`src/hw/blc_pkg.sv`:
```
// Constants and types for the byte logic and bit operation core
// Functional notes
// RL1: Bitwise logic combines only matching bit positions.
// RL2: Bank register logic: one byte, one cycle.
// RL3: Direct byte to accumulator: two bytes, two cycles.
// RL4: Pointer RAM to accumulator: one byte, two cycles.
// RL5: Immediate to accumulator: two bytes, two cycles.
// RL6: Accumulator into direct byte: two bytes, three cycles.
// RL7: Immediate into direct byte: three bytes, three cycles.
// RL8: Carry rotations are nine-bit, one byte, one cycle.
// RL9: Nibble swap is one byte, one cycle.
// RL10: Core moves use any RAM or special register.
// RL11: External RAM moves only accumulator, pointer addressed.
// RL12: Table lookups read program memory, base plus index.
// RL13: 128 bit-addressable RAM bits plus bit registers.
// RL14: Bit move, set, clear, toggle, OR, AND, jumps.
// RL15: Clear, invert, plain rotations keep carry, one cycle.
`default_nettype none
package blc_pkg;
    localparam int unsigned DW = 8;
    localparam logic [7:0] ACC_RST = 8'h00;
    localparam logic [7:0] RAM_BITS = 8'h80;
    localparam logic [7:0] BIT_RAM_BASE = 8'h20;
    localparam logic [7:0] SFR_BASE = 8'h80;
    localparam logic [1:0] CYC_ONE = 2'h1;
    localparam logic [1:0] CYC_TWO = 2'h2;
    localparam logic [1:0] CYC_THREE = 2'h3;
    localparam logic [1:0] LEN_ONE = 2'h1;
    localparam logic [1:0] LEN_TWO = 2'h2;
    localparam logic [1:0] LEN_THREE = 2'h3;

    typedef enum logic [1:0] {
        OP_AND = 2'h0, OP_OR = 2'h1, OP_XOR = 2'h2
    } blc_logic_type;

    typedef enum logic [4:0] {
        CMD_NONE = 5'h00,
        CMD_LOGIC_BANK = 5'h01,
        CMD_LOGIC_DIRECT = 5'h02,
        CMD_LOGIC_POINTER = 5'h03,
        CMD_LOGIC_IMM = 5'h04,
        CMD_LOGIC_TO_DIRECT = 5'h05,
        CMD_IMM_TO_DIRECT = 5'h06,
        CMD_CLEAR_ACC = 5'h07,
        CMD_INVERT_ACC = 5'h08,
        CMD_ROTATE_LEFT = 5'h09,
        CMD_ROTATE_LEFT_CARRY = 5'h0a,
        CMD_ROTATE_RIGHT = 5'h0b,
        CMD_ROTATE_RIGHT_CARRY = 5'h0c,
        CMD_SWAP = 5'h0d,
        CMD_MOVE = 5'h0e,
        CMD_XDATA_READ = 5'h0f,
        CMD_XDATA_WRITE = 5'h10,
        CMD_TABLE_READ = 5'h11,
        CMD_BIT_MOVE_TO_CARRY = 5'h12,
        CMD_BIT_MOVE_FROM_CARRY = 5'h13,
        CMD_BIT_SET = 5'h14,
        CMD_BIT_CLEAR = 5'h15,
        CMD_BIT_TOGGLE = 5'h16,
        CMD_BIT_OR = 5'h17,
        CMD_BIT_AND = 5'h18,
        CMD_BIT_JUMP_SET = 5'h19,
        CMD_BIT_JUMP_CLEAR = 5'h1a
    } blc_cmd_type;

    typedef enum logic [3:0] {
        ST_IDLE = 4'b0001,
        ST_FETCH = 4'b0010,
        ST_EXEC = 4'b0100,
        ST_WRITE = 4'b1000
    } blc_state_type;
endpackage
`default_nettype wire
```
`src/hw/blc_core.sv`:
```
// Logic and bit operation datapath with cycle accounting
`default_nettype none
module blc_core
    import blc_pkg::*;
(
    input wire logic mclk,
    input wire logic nrst,
    input wire logic cmd_valid,
    input wire blc_pkg::blc_cmd_type cmd,
    input wire blc_pkg::blc_logic_type logic_op,
    input wire logic [7:0] operand,
    input wire logic [7:0] mem_rdata,
    input wire logic [7:0] bit_addr,
    input wire logic bit_in,
    output logic cmd_ready,
    output logic done,
    output logic [7:0] acc_q,
    output logic carry_q,
    output logic [7:0] wr_data_q,
    output logic wr_en_q,
    output logic bit_wr_q,
    output logic bit_wr_val_q,
    output logic bit_is_sfr,
    output logic jump_q,
    output logic [1:0] ins_len_q
);
    import blc_pkg::*;

    blc_state_type state_q;
    blc_cmd_type cmd_q;
    blc_logic_type op_q;
    logic [7:0] opnd_q;
    logic [1:0] cyc_q;
    logic [1:0] need;
    logic [7:0] lu_a;
    logic [7:0] lu_b;
    logic [7:0] lu_y;

    function automatic logic [1:0] cyc_of(input blc_cmd_type c);
        unique case (c)
            CMD_LOGIC_DIRECT, CMD_LOGIC_POINTER,
            CMD_LOGIC_IMM: cyc_of = CYC_TWO; // [RL3] [RL4] [RL5]
            CMD_LOGIC_TO_DIRECT,
            CMD_IMM_TO_DIRECT: cyc_of = CYC_THREE; // [RL6] [RL7]
            default: cyc_of = CYC_ONE; // [RL2] [RL8] [RL9] [RL15]
        endcase
    endfunction

    function automatic logic [1:0] len_of(input blc_cmd_type c);
        unique case (c)
            CMD_LOGIC_DIRECT, CMD_LOGIC_IMM,
            CMD_LOGIC_TO_DIRECT: len_of = LEN_TWO; // [RL3] [RL5] [RL6]
            CMD_IMM_TO_DIRECT: len_of = LEN_THREE; // [RL7]
            default: len_of = LEN_ONE; // [RL2] [RL4] [RL8] [RL9] [RL15]
        endcase
    endfunction

    function automatic logic writes_mem(input blc_cmd_type c);
        writes_mem = (c == CMD_LOGIC_TO_DIRECT) ||
            (c == CMD_IMM_TO_DIRECT) || (c == CMD_MOVE) ||
            (c == CMD_XDATA_WRITE);
    endfunction

    assign need = cyc_of(cmd_q);
    assign cmd_ready = (state_q == ST_IDLE);
    // Bit space split: RAM bits below the count, special registers above
    assign bit_is_sfr = (bit_addr >= RAM_BITS); // [RL13]

    // Operand roles: accumulator into memory uses memory byte as target
    always_comb begin
        lu_a = acc_q;
        lu_b = opnd_q;
        if (cmd_q == CMD_IMM_TO_DIRECT) begin
            lu_a = mem_rdata; // [RL7]
        end else if (cmd_q == CMD_LOGIC_TO_DIRECT ||
                     cmd_q == CMD_LOGIC_DIRECT ||
                     cmd_q == CMD_LOGIC_POINTER) begin
            lu_b = mem_rdata; // [RL3] [RL4] [RL6]
        end
    end

    blc_logic_unit u_lu (
        .a(lu_a),
        .b(lu_b),
        .op(op_q),
        .y(lu_y)
    );

    always_ff @(posedge mclk or negedge nrst) begin
        if (!nrst) begin
            state_q <= ST_IDLE;
            cmd_q <= CMD_NONE;
            op_q <= OP_AND;
            opnd_q <= ACC_RST;
            cyc_q <= 2'h0;
            ins_len_q <= 2'h0;
        end else begin
            unique case (state_q)
                ST_IDLE: begin
                    if (cmd_valid) begin
                        cmd_q <= cmd;
                        op_q <= logic_op;
                        opnd_q <= operand;
                        ins_len_q <= len_of(cmd);
                        cyc_q <= CYC_ONE;
                        state_q <= ST_EXEC;
                    end
                end
                ST_EXEC: begin
                    if (cyc_q >= need) begin
                        state_q <= ST_IDLE;
                    end else begin
                        cyc_q <= cyc_q + CYC_ONE;
                    end
                end
                default: state_q <= ST_IDLE;
            endcase
        end
    end

    logic last;
    assign last = (state_q == ST_EXEC) && (cyc_q >= need);
    assign done = last;

    // Accumulator update at the final cycle of each command
    always_ff @(posedge mclk or negedge nrst) begin
        if (!nrst) begin
            acc_q <= ACC_RST;
        end else if (last) begin
            unique case (cmd_q)
                CMD_LOGIC_BANK, CMD_LOGIC_DIRECT, CMD_LOGIC_POINTER,
                CMD_LOGIC_IMM: acc_q <= lu_y; // [RL2] [RL3] [RL4] [RL5]
                CMD_CLEAR_ACC: acc_q <= ACC_RST; // [RL15]
                CMD_INVERT_ACC: acc_q <= ~acc_q; // [RL15]
                CMD_ROTATE_LEFT: acc_q <= {acc_q[6:0], acc_q[7]}; // [RL15]
                CMD_ROTATE_RIGHT: acc_q <= {acc_q[0], acc_q[7:1]}; // [RL15]
                CMD_ROTATE_LEFT_CARRY:
                    acc_q <= {acc_q[6:0], carry_q}; // [RL8]
                CMD_ROTATE_RIGHT_CARRY:
                    acc_q <= {carry_q, acc_q[7:1]}; // [RL8]
                CMD_SWAP: acc_q <= {acc_q[3:0], acc_q[7:4]}; // [RL9]
                // Only the accumulator receives external or table data
                CMD_XDATA_READ, CMD_TABLE_READ:
                    acc_q <= mem_rdata; // [RL11] [RL12]
                default: acc_q <= acc_q;
            endcase
        end
    end

    // Carry as ninth bit and single-bit operations on it
    always_ff @(posedge mclk or negedge nrst) begin
        if (!nrst) begin
            carry_q <= 1'b0;
        end else if (last) begin
            unique case (cmd_q)
                CMD_ROTATE_LEFT_CARRY: carry_q <= acc_q[7]; // [RL8]
                CMD_ROTATE_RIGHT_CARRY: carry_q <= acc_q[0]; // [RL8]
                CMD_BIT_MOVE_TO_CARRY: carry_q <= bit_in; // [RL14]
                CMD_BIT_OR: carry_q <= carry_q | bit_in; // [RL14]
                CMD_BIT_AND: carry_q <= carry_q & bit_in; // [RL14]
                default: carry_q <= carry_q; // [RL15]
            endcase
        end
    end

    // Byte writes back to memory
    always_ff @(posedge mclk or negedge nrst) begin
        if (!nrst) begin
            wr_en_q <= 1'b0;
            wr_data_q <= ACC_RST;
        end else begin
            wr_en_q <= last && writes_mem(cmd_q);
            if (last) begin
                unique case (cmd_q)
                    CMD_LOGIC_TO_DIRECT,
                    CMD_IMM_TO_DIRECT: wr_data_q <= lu_y; // [RL6] [RL7]
                    CMD_MOVE: wr_data_q <= opnd_q; // [RL10]
                    CMD_XDATA_WRITE: wr_data_q <= acc_q; // [RL11]
                    default: wr_data_q <= wr_data_q;
                endcase
            end
        end
    end

    // Bit writes and bit-conditional jumps
    always_ff @(posedge mclk or negedge nrst) begin
        if (!nrst) begin
            bit_wr_q <= 1'b0;
            bit_wr_val_q <= 1'b0;
            jump_q <= 1'b0;
        end else begin
            bit_wr_q <= last && (cmd_q == CMD_BIT_SET ||
                cmd_q == CMD_BIT_CLEAR || cmd_q == CMD_BIT_TOGGLE ||
                cmd_q == CMD_BIT_MOVE_FROM_CARRY); // [RL14]
            jump_q <= last && ((cmd_q == CMD_BIT_JUMP_SET && bit_in) ||
                (cmd_q == CMD_BIT_JUMP_CLEAR && !bit_in)); // [RL14]
            if (last) begin
                unique case (cmd_q)
                    CMD_BIT_SET: bit_wr_val_q <= 1'b1; // [RL14]
                    CMD_BIT_CLEAR: bit_wr_val_q <= 1'b0; // [RL14]
                    CMD_BIT_TOGGLE: bit_wr_val_q <= ~bit_in; // [RL14]
                    CMD_BIT_MOVE_FROM_CARRY:
                        bit_wr_val_q <= carry_q; // [RL14]
                    default: bit_wr_val_q <= bit_wr_val_q;
                endcase
            end
        end
    end

    // Cycle counts measured from acceptance to completion
    property p_three_cyc;
        @(posedge mclk) disable iff (!nrst)
        (cmd_ready && cmd_valid && (cmd == CMD_IMM_TO_DIRECT ||
            cmd == CMD_LOGIC_TO_DIRECT)) |-> !done ##1 !done ##1 !done
            ##1 done;
    endproperty
    a_three_cyc: assert property (p_three_cyc) // [RL6]
        else $error("three cycle command timing wrong");

    property p_two_cyc;
        @(posedge mclk) disable iff (!nrst)
        (cmd_ready && cmd_valid && (cmd == CMD_LOGIC_IMM ||
            cmd == CMD_LOGIC_DIRECT || cmd == CMD_LOGIC_POINTER))
            |-> ##1 !done ##1 done;
    endproperty
    a_two_cyc: assert property (p_two_cyc) // [RL5]
        else $error("two cycle command timing wrong");

    property p_one_cyc;
        @(posedge mclk) disable iff (!nrst)
        (cmd_ready && cmd_valid && cmd == CMD_LOGIC_BANK) |-> ##1 done;
    endproperty
    a_one_cyc: assert property (p_one_cyc) // [RL2]
        else $error("one cycle command timing wrong");

    property p_swap;
        @(posedge mclk) disable iff (!nrst)
        (done && cmd_q == CMD_SWAP) |=>
            acc_q == {$past(acc_q[3:0]), $past(acc_q[7:4])};
    endproperty
    a_swap: assert property (p_swap) // [RL9]
        else $error("nibble swap result wrong");

    property p_rlc;
        @(posedge mclk) disable iff (!nrst)
        (done && cmd_q == CMD_ROTATE_LEFT_CARRY) |=>
            {carry_q, acc_q} == {$past(acc_q), $past(carry_q)};
    endproperty
    a_rlc: assert property (p_rlc) // [RL8]
        else $error("rotate through carry wrong");

    property p_keep_carry;
        @(posedge mclk) disable iff (!nrst)
        (done && (cmd_q == CMD_ROTATE_LEFT || cmd_q == CMD_ROTATE_RIGHT ||
            cmd_q == CMD_INVERT_ACC || cmd_q == CMD_CLEAR_ACC))
            |=> $stable(carry_q);
    endproperty
    a_keep_carry: assert property (p_keep_carry) // [RL15]
        else $error("carry changed by plain accumulator op");

    property p_xor;
        @(posedge mclk) disable iff (!nrst)
        (done && cmd_q == CMD_LOGIC_BANK && op_q == OP_XOR) |=>
            acc_q == ($past(acc_q) ^ $past(opnd_q));
    endproperty
    a_xor: assert property (p_xor) // [RL1]
        else $error("bitwise xor result wrong");

    property p_mem_wr;
        @(posedge mclk) disable iff (!nrst)
        (done && cmd_q == CMD_IMM_TO_DIRECT) |=> wr_en_q &&
            wr_data_q == (($past(op_q) == OP_AND) ?
            ($past(mem_rdata) & $past(opnd_q)) :
            ($past(op_q) == OP_OR) ?
            ($past(mem_rdata) | $past(opnd_q)) :
            ($past(mem_rdata) ^ $past(opnd_q)));
    endproperty
    a_mem_wr: assert property (p_mem_wr) // [RL7]
        else $error("direct byte write back wrong");

    property p_bit_set;
        @(posedge mclk) disable iff (!nrst)
        (done && cmd_q == CMD_BIT_SET) |=> bit_wr_q && bit_wr_val_q;
    endproperty
    a_bit_set: assert property (p_bit_set) // [RL14]
        else $error("bit set not written");

    property p_rrc;
        @(posedge mclk) disable iff (!nrst)
        (done && cmd_q == CMD_ROTATE_RIGHT_CARRY) |=>
            {acc_q, carry_q} == {$past(carry_q), $past(acc_q)};
    endproperty
    a_rrc: assert property (p_rrc) // [RL8]
        else $error("rotate right through carry wrong");

    property p_ptr_and;
        @(posedge mclk) disable iff (!nrst)
        (done && cmd_q == CMD_LOGIC_POINTER && op_q == OP_AND) |=>
            acc_q == ($past(acc_q) & $past(mem_rdata));
    endproperty
    a_ptr_and: assert property (p_ptr_and) // [RL4]
        else $error("pointer and result wrong");

    property p_acc_kept;
        @(posedge mclk) disable iff (!nrst)
        (done && cmd_q == CMD_LOGIC_TO_DIRECT) |=>
            $stable(acc_q) && wr_en_q;
    endproperty
    a_acc_kept: assert property (p_acc_kept) // [RL6]
        else $error("accumulator changed by write to direct byte");
endmodule
`default_nettype wire

```
`src/hw/blc_logic_unit.sv`:
```
// Bitwise logic unit for byte operands
`default_nettype none
module blc_logic_unit
    import blc_pkg::*;
(
    input wire logic [7:0] a,
    input wire logic [7:0] b,
    input wire blc_pkg::blc_logic_type op,
    output logic [7:0] y
);
    import blc_pkg::*;

    // One bit pair per call, so no bit can see its neighbours
    function automatic logic bit_op(input blc_logic_type o, input logic x,
            input logic z);
        unique case (o)
            OP_AND: bit_op = x & z; // [RL1]
            OP_OR: bit_op = x | z; // [RL1]
            OP_XOR: bit_op = x ^ z; // [RL1]
            default: bit_op = 1'b0;
        endcase
    endfunction

    genvar i;
    generate
        for (i = 0; i < DW; i++) begin : g_bit
            assign y[i] = bit_op(op, a[i], b[i]); // [RL1]
        end
    endgenerate
endmodule
`default_nettype wire

```
`config.mk`:
```
export PLATFORM = sky130hd
export DESIGN_NAME = blc_core
export DESIGN_NICKNAME = d
export VERILOG_FILES = /design/src/hw/blc_pkg.sv /design/src/hw/blc_core.sv /design/src/hw/blc_logic_unit.sv
export SDC_FILE = /design/constraint.sdc
export NUM_CORES = 1
export LEC_CHECK = 0
export BUFFER_PORTS_ARGS = -buffer_cell sky130_fd_sc_hd__buf_2
export CAP_MARGIN = 20
export CORE_MARGIN = 3
export CORE_UTILIZATION = 55
export CTS_CLUSTER_DIAMETER = 60
export DETAILED_ROUTE_END_ITERATION = 8
export PLACE_DENSITY = 0.78
export SYNTH_ARGS = -nofsm -noshare
export SYNTH_HDL_FRONTEND = slang
export SYNTH_HIERARCHICAL = 1
export SYNTH_SLANG_ARGS = --single-unit
```
`constraint.sdc`:
```
create_clock -name mclk -period 5 [get_ports mclk]
set_clock_uncertainty 0.1 [all_clocks]
set_input_delay 0.25 -clock mclk [delete_from_list [all_inputs] [get_ports mclk]]
set_output_delay 0.25 -clock mclk [all_outputs]
set_load 0.03 [all_outputs]
```
==> results.md, run 1 <==
* Status: finished with violations
* Failing checks: hold timing
* Dpl cells at 484
* GPL Wtd Cong at 0.882
* DRC violations left at 0
* Reg-to-reg startpoint: cmd_q[2]
* VDD IR max at 0.289 mV
* Crit path DAT at 3.38 ns
* Die height at 84.4 um
* Initial cell density of the core at 59.1%
* Commonest cells after routing, fill and taps aside: 59 x nand2_1, 51 x buf_2, 41 x dfrtp_1
* Final cycle utilization of the critical path at 66.0%
* CTS resizes at 0
* Most common cell after layout, fill and taps aside: nand2_1
* Clock sinks at 42
* Vias in the first global route at 2,739
* Multi-input logic area at 2060 um^2
* Library cells used by synthesis at 60
* Crit-path max FO at 29
* Iter 0 DRT Violations at 436
* First-pass GRT wire length at 13,500 um
* Fill count at 479
* Initial antenna violation count at 0
* Hold crit path type: input pin to asynchronous set/reset pin
* Syn Area/Cell at 8.77 um^2
* Clk Tree Root Cell: clkbuf_8
* Die area at 7120 um^2
* Setup crit end kind: flop
* Async SR Flop Fraction at 100%
* Yosys reg bits at 42
* Setup violators final at 0
* TritonCTS clock tree: yes
* Post-Syn Nets at 438
* Maxcap violations at 0
* Layout Nets at 473
* Power Density at 716 nW/um^2
* I/O Buffers at 51
* Largest net degree at the start of global routing at 43
* EDFF count, synth at 0
* Critical path class: flop to flop
* Setup crit start kind: flop
* Num CTS Buffers at 5
* Post-Syn Instances at 385
* Routed Antenna Nets at 0
* I/O Pins at 61
* Number of detailed-route iterations in the first pass at 5
* CP Data Required Time at 5.08 ns
* Post CTS Setup Buffer Count at 0
* Site row count at 27
* Slew Viols, Final at 0
* Routed length per instance at 16.2 um
* Total core area at 5710 um^2
* Min cycle time layout at 3.30 ns
* Post-DP HPWL at 5820 um
* # diodes at 0
* Slew margin rel. at 39.4%
* Die X at 84.4 um
* Dpl cell area at 3580 um^2
* FF/Latch Area at 1050 um^2
* Worst Tran Pin Value at 0.909 ns
* Vias/cell at 6.06
* Clk pin slew, worst setup/hold paths at 0.09 ns
* Hold WS at -0.0282 ns
* Synth Warn # at 6
* Share of cells above drive strength 1 at 23.0%
* Post-CTS Hold Buffers at 0
* Sequential area share after synthesis at 31.2%
* Clock latency at the later pin of the worst-skew pair at 0.30 ns
* CP Launch Point: cmd_q[2]
* Max Freq at 0.303 GHz
* Synthesized area at 3380 um^2
* Grt ovf at 0
* CTS Buffer Depth at 2
* Non-Filler Instances at 493
* GRT Util Overall at 22.9%
* Design area at 3720 um^2
* Hold Vio Cnt, Final at 41
* Vias at 2,986
* Final Power at 0.00266 W
* Final wirelength at 7990 um
* P&R area growth vs syn at 10.2%
* Setup_tns at 0 ns
* Depth of the CTS H-tree at 2
* RSZ-0062 raised after global routing: no
* Post-synth top flop: dfrtp_1
* Leak at 1.75 nW
-- flip-flops by register name (all words and copies together), names as in the netlist --
register / cells
opnd_q: 8
cyc_q: 2
ins_len_q: 2
cmd_q: 5
bit_wr_q: 1
acc_q: 8
wr_data_q: 8
carry_q: 1
op_q: 2
wr_en_q: 1
bit_wr_val_q: 1
state_q: 2
jump_q: 1
-- stage by stage --
step | setup WS, ns | util, % | hold WS [ns]
final | 1.70 | 65.2 | -0.0282
after global routing | 1.48 | 65.2 | 0.0405
after global placement | 1.86 | 62.7 | 0.328
after CTS | 1.77 | 65.1 | 0.0139
after floorplan | 2.31 | - | -0.146
after detailed placement | 1.79 | 62.7 | 0.342
-- logic make-up (layout without fill, tap and decap cells) --
family                     Yosys count  in the layout  synth area share, %
muxes                               38             38                 12.0
AOI/OAI and AO/OA                   95             95                 20.8
xor gates and xnor gates             4              4                 1.04
and+or+nand+nor                    132            132                 20.4
buffers and inverters               56             92                 7.97
DFF                                 42             42                 31.2
adders and majority gates           18             18                 6.67
-- power breakdown --
group	switching, W	internal, W
sequential	0.000278	0.000477
clock	0.000129	0.000200
combinational	0.000942	0.000637
total	0.00135	0.00131
-- final timing paths --
check,to,slack [ns],cells past startpoint
min in group mclk,opnd_q[1],0.03,3
max in group asynchronous,opnd_q[0],4.26,1
setup / recovery,wr_data_q[1],1.70,9
hold / removal,bit_wr_q,-0.03,1
hold reg to reg,wr_data_q[6],0.42,2
setup reg to reg,wr_data_q[1],1.70,9
-- Yosys cell counts (all sizes together), types with 5 or more instances --
| master | count | share of area, % |
|---|---|---|
| inv | 31 | 3.4 |
| a21oi | 20 | 3.1 |
| clkbuf | 8 | 0.89 |
| ha | 18 | 6.7 |
| o2bb2ai | 5 | 1.3 |
| dfrtp | 41 | 30 |
| o31ai | 7 | 1.6 |
| and3 | 8 | 1.5 |
| a2111oi | 6 | 1.6 |
| o21ai | 15 | 2.2 |
| nor2 | 17 | 2.1 |
| mux2 | 19 | 6.3 |
| o22ai | 9 | 3.1 |
| nor2b | 8 | 1.5 |
| mux2i | 19 | 5.6 |
| buf | 17 | 3.6 |
| a22o | 9 | 2.3 |
| nand2b | 10 | 2.1 |
| nor3 | 7 | 1.5 |
| nand2 | 60 | 6.7 |
-- final cells by class --
cell class | instances | area share [%]
multi-input combinational | 287 | 55.2
sequential | 42 | 28.3
timing repair buffer | 53 | 7.26
inverter | 31 | 3.13
tap | 72 | 2.42
clock buffer | 5 | 1.85
clock inverter | 3 | 1.85
-- critical path, stage by stage (launching register included) --
cell and delay, ns:
dfrtp_1 0.88, nand2_2 0.29, nor4_4 0.54, mux2_2 0.42
inv_1 0.07, ha_1 0.24, mux2i_1 0.19, o22ai_2 0.12
a21oi_1 0.23, mux2i_1 0.10
-- per-layer routing --
metal | GRT usage (%) | vias up | wire (um)
li1 | - | 1445 | -
met1 | 33.4 | 1384 | 3720
met2 | 36.2 | 143 | 3530
met3 | 4.22 | 14 | 635
met4 | 3.60 | 0 | 97
met5 | 0 | - | 0
(Power assumes the default switching activity.)
==> run 2, diff against run 1 <==
clock period = 3.4 ns   (was 5 ns; I/O delays follow)
==> run 2 against run 1 <==
- the run now ends clean
- worst setup slack lost 1.3 ns
- combinational power grew 53%
- via count grew 3.3%
- register-to-register slack lost 1.3 ns
- critical path depth is the same
- core utilization grew 2.1 points
- first-iteration DRC count shrank 14%
- largest cell class unchanged
- hold slack gained 0.034 ns
- routed wire length grew 2.7%
==> results.md, run 2 (synthesis gave the netlist of run 1 again) <==
* Maxcap violations at 0
* Most frequent CP cell: mux2i_1
* RSZ-0062 raised after global routing: no
* Worst Tran Pin Value at 0.917 ns
* TritonCTS clock tree: yes
* Routed Antenna Nets at 0
* P&R area growth vs syn at 13.9%
* Hold WS at 0.00564 ns
* Initial antenna violation count at 0
* Regs by FF count: acc_q (8), opnd_q (8), wr_data_q (8)
* Setup crit start kind: flop
* Number of detailed-route iterations in the first pass at 5
* First-pass GRT wire length at 14,000 um
* Grt ovf at 0
* VDD IR max at 0.425 mV
* Die X at 84.4 um
* Final cycle utilization of the critical path at 87.0%
* Switching share of power at 51.6%
* Fill count at 493
* Site row count at 27
* Post-DP HPWL at 5910 um
* Total core area at 5710 um^2
* Leak at 1.80 nW
* Combinational share of power at 62.2%
* Clk network pwr share at 10.3%
* Die area at 7120 um^2
* Vias at 3,085
* Slew margin rel. at 38.9%
* GPL Wtd Cong at 0.873
* DRC violations left at 0
* Initial cell density of the core at 59.1%
* CP max stage delay at 0.60 ns
* CP Launch Point: cmd_q[1]
* Die height at 84.4 um
* Crit path DAT at 3.03 ns
* Clock sinks at 42
* Final wirelength at 8200 um
* Final worst slack at 0.442 ns
* CTS Buffer Depth at 2
* Reg-to-reg startpoint: cmd_q[1]
* Critical path class: flop to flop
* Depth of the CTS H-tree at 2
* Clk pin slew, worst setup/hold paths at 0.08 ns
* # diodes at 0
* Vias/cell at 6.06
* Min cycle time layout at 2.96 ns
* Largest net degree at the start of global routing at 43
* Pint at 0.00189 W
* I/O Buffers at 51
* Vias in the first global route at 2,862
* Slowest-stage cell, CP: dfrtp_1
* Final Power at 0.00390 W
* Clock latency at the later pin of the worst-skew pair at 0.30 ns
* Net Sw Power at 0.00201 W
* GRT Util Overall at 23.5%
* Post CTS Setup Buffer Count at 0
* Worst reg2reg setup slack at 0.44 ns
* I/O Pins at 61
* Setup violators final at 0
* Crit-path max FO at 14
* Hold path startpoint: cmd[0]
* Cells along the critical path: nand2_2 > nor4_4 > mux2_2 > inv_1 > ha_1 > mux2i_1 > o22ai_2 > a21oi_1 > mux2i_1
* Num CTS Buffers at 5
* Layout Nets at 489
* Hold crit path type: input pin to flop
* Seq pwr share at 27.5%
* Share of cells above drive strength 1 at 22.9%
* Hold Vio Cnt, Final at 0
* Max Freq at 0.338 GHz
* Iter 0 DRT Violations at 374
* Power Density at 1010 nW/um^2
* Setup crit end kind: flop
* Clk Tree Root Cell: clkbuf_8
* CP Data Required Time at 3.47 ns
* Post-place setup slack at 0.504 ns
* Setup_tns at 0 ns
* Slew Viols, Final at 0
* Most common cell after layout, fill and taps aside: nand2_1
* Dpl cells at 488
* Status: completed
* Commonest cells after routing, fill and taps aside: 59 x nand2_1, 51 x buf_2, 41 x dfrtp_1
* Routed length per instance at 16.1 um
* Non-Filler Instances at 509
[run 2: critical path, delay by kind of cell, from the launching register on]
family / cells / cell delay [ns]
AND/OR/NAND/NOR: 2 / 0.73
adder cells (fa/ha/maj): 1 / 0.22
multiplexers: 3 / 0.71
flip-flops: 1 / 0.60
AO/OA/AOI/OAI: 2 / 0.40
buffers and inverters: 1 / 0.06
[run 2: power by group through the flow]
stage / logic (W) / registers (W) / clock network [W]
after floorplan: 0.00186 / 0.00105 / 0
after global placement: 0.00226 / 0.00106 / 0
after detailed placement: 0.00235 / 0.00107 / 0
after CTS: 0.00238 / 0.00106 / 0.000403
after global routing: 0.00269 / 0.00110 / 0.000428
final: 0.00242 / 0.00107 / 0.000401
[run 2: worst paths after layout]
check / to / cells past startpoint
min reg2reg: wr_data_q[1] / 2
min: cmd_q[0] / 3
max in group asynchronous: opnd_q[0] / 2
max reg2reg: wr_data_q[7] / 9
max: wr_data_q[7] / 9
min in group asynchronous: bit_wr_val_q / 2
[run 2: through the flow]
| step | utilization, % | cell area (um^2) |
|---|---|---|
| floorplan | - | 3380 |
| global placement | 63.2 | 3610 |
| global route | 67.3 | 3840 |
| detailed placement | 63.2 | 3610 |
| finish | 67.3 | 3840 |
| CTS | 67.2 | 3840 |
[run 2: per-layer routing]
layer | up-vias | GRT usage (%) | share of wire, %
li1 | 1475 | - | -
met2 | 156 | 37.3 | 45
met1 | 1444 | 33.1 | 46
met5 | - | 0 | 0
met3 | 10 | 5.00 | 8.1
met4 | 0 | 5.47 | 0.98
[run 2: layout make-up]
class | instances | area [um^2] | share of cell area [%]
timing repair buffer | 69 | 420 | 10.9
clock inverter | 2 | 37.5 | 0.976
sequential | 42 | 1050 | 27.4
clock buffer | 6 | 72.6 | 1.89
inverter | 31 | 116 | 3.03
multi-input combinational | 287 | 2060 | 53.5
tap | 72 | 90.1 | 2.34
[run 2: timing repair]
| item | 4_1_cts | 5_1_grt |
|---|---|---|
| hold buffers | 12 | 0 |
| hold endpoints to repair | 52 | 0 |
| resized for setup | 0 | 0 |
==> run 3, diff against run 2 <==
REMOVE_ABC_BUFFERS = 1   (was default)
==> run 3 against run 2 <==
- fmax is 0.49% higher
- clock-buffer cell count unchanged
- via count down 0.68%
- register-to-register slack barely moved
- critical path depth is the same
- non-clock buffer count rose by 1
- die area did not move
- largest cell class unchanged
- first-iteration DRC count is 20% lower
- routed wire length is 5.0% higher
==> results.md, run 3 (synthesis gave the netlist of run 1 again) <==
* Status: completed
* Clock latency at the later pin of the worst-skew pair at 0.30 ns
* Max Freq at 0.340 GHz
* Site row count at 27
* Crit path DAT at 3.02 ns
* Largest net degree at the start of global routing at 43
* Final cycle utilization of the critical path at 86.6%
* Number of detailed-route iterations in the first pass at 5
* Setup crit end kind: flop
* Clk pin slew, worst setup/hold paths at 0.09 ns
* Slew margin rel. at 36.6%
* Layout Nets at 490
* Initial cell density of the core at 59.1%
* Setup violators final at 0
* Regs by FF count: acc_q (8), opnd_q (8), wr_data_q (8)
* GRT Util Overall at 24.8%
* I/O Pins at 61
* Post-DP HPWL at 6130 um
* Final core occ at 67.1%
* Crit-path max FO at 15
* Clock sinks at 42
* Maxcap violations at 0
* Setup crit start kind: flop
* Vias at 3,064
* First-pass GRT wire length at 14,500 um
* Slew Viols, Final at 0
* Design area at 3830 um^2
* Min cycle time layout at 2.94 ns
* Die height at 84.4 um
* CP Data Required Time at 3.48 ns
* Power Density at 1000 nW/um^2
* # diodes at 0
* Commonest cells after routing, fill and taps aside: 59 x nand2_1, 51 x buf_2, 41 x dfrtp_1
* Iter 0 DRT Violations at 301
* Critical path class: flop to flop
* TritonCTS clock tree: yes
* Clk Tree Root Cell: clkbuf_8
* Non-Filler Instances at 510
* Die X at 84.4 um
* Dpl cells at 489
* Total core area at 5710 um^2
* P&R area growth vs syn at 13.4%
* Leak at 1.80 nW
* GPL Wtd Cong at 0.867
* Share of cells above drive strength 1 at 23.1%
* Routed Antenna Nets at 0
* Vias in the first global route at 2,917
* Hold Vio Cnt, Final at 0
* Setup_tns at 0 ns
* CTS Buffer Depth at 2
* Final wirelength at 8620 um
* Num CTS Buffers at 5
* Dpl cell area at 3610 um^2
* VDD IR max at 0.450 mV
* RSZ-0062 raised after global routing: no
* DRC violations left at 0
* I/O Buffers at 51
* Grt ovf at 0
* Routed length per instance at 16.9 um
* Hold crit path type: input pin to flop
* Most common cell after layout, fill and taps aside: nand2_1
* Worst Tran Pin Value at 0.952 ns
* Initial antenna violation count at 0
* Vias/cell at 6.01
* Depth of the CTS H-tree at 2
* Die area at 7120 um^2
run 3: through the flow:
step | setup WS, ns | hold WS, ns | power (W)
floorplan | 0.509 | -0.226 | 0.00276
global placement | 0.584 | 0.240 | 0.00334
detailed placement | 0.505 | 0.240 | 0.00344
CTS | 0.481 | 0.00478 | 0.00381
global route | 0.286 | 0.0261 | 0.00416
finish | 0.456 | 0.00371 | 0.00384
run 3: repair_timing:
action                    4_1_cts  5_1_grt
hold endpoints to repair       52        0
gates resized for setup         0        0
hold buffers                   12        0
setup buffers                   0        0
run 3: worst max-delay path: stages (launching register included):
cell,delay (ns)
dfrtp_1,0.62
nand2_2,0.21
nor4_4,0.48
mux2_2,0.42
inv_1,0.06
ha_1,0.24
mux2i_1,0.23
o22ai_2,0.13
a21oi_1,0.22
mux2i_1,0.10
run 3: report_power, final:
| group | switching [W] | internal (W) | total (W) | leakage (nW) |
|---|---|---|---|---|
| clock network | 0.000191 | 0.000145 | 0.000336 | 0.0452 |
| registers | 0.000357 | 0.000703 | 0.00106 | 0.488 |
| logic | 0.00146 | 0.000976 | 0.00244 | 1.26 |
| total | 0.00201 | 0.00182 | 0.00384 | 1.80 |
run 3: worst paths after layout:
| path | start | to | slack, ns | cells past startpoint |
|---|---|---|---|---|
| max reg2reg | cmd_q[1] | wr_data_q[4] | 0.46 | 9 |
| min | cmd[2] | cmd_q[2] | 0.004 | 3 |
| max | cmd_q[1] | wr_data_q[4] | 0.46 | 9 |
| min reg2reg | bit_wr_val_q | bit_wr_val_q | 0.41 | 1 |
| min in group asynchronous | nrst | jump_q | 0.45 | 2 |
| max in group asynchronous | nrst | wr_data_q[1] | 2.16 | 2 |
run 3: area by class of cell:
cell class | count | area [um^2]
fillers | 490 | 1880
flip-flops and latches | 42 | 1050
clock buffers | 6 | 72.6
clock inverters | 2 | 13.8
repair buffers | 70 | 428
well taps | 72 | 90.1
multi-input cells | 287 | 2060
inverters | 31 | 116
run 3: routing by layer:
layer  track usage [%]  routed length, um
met1              35.3               3720
met2              39.0               4080
met5                 0                  0
met4              7.48                131
met3              3.83                687
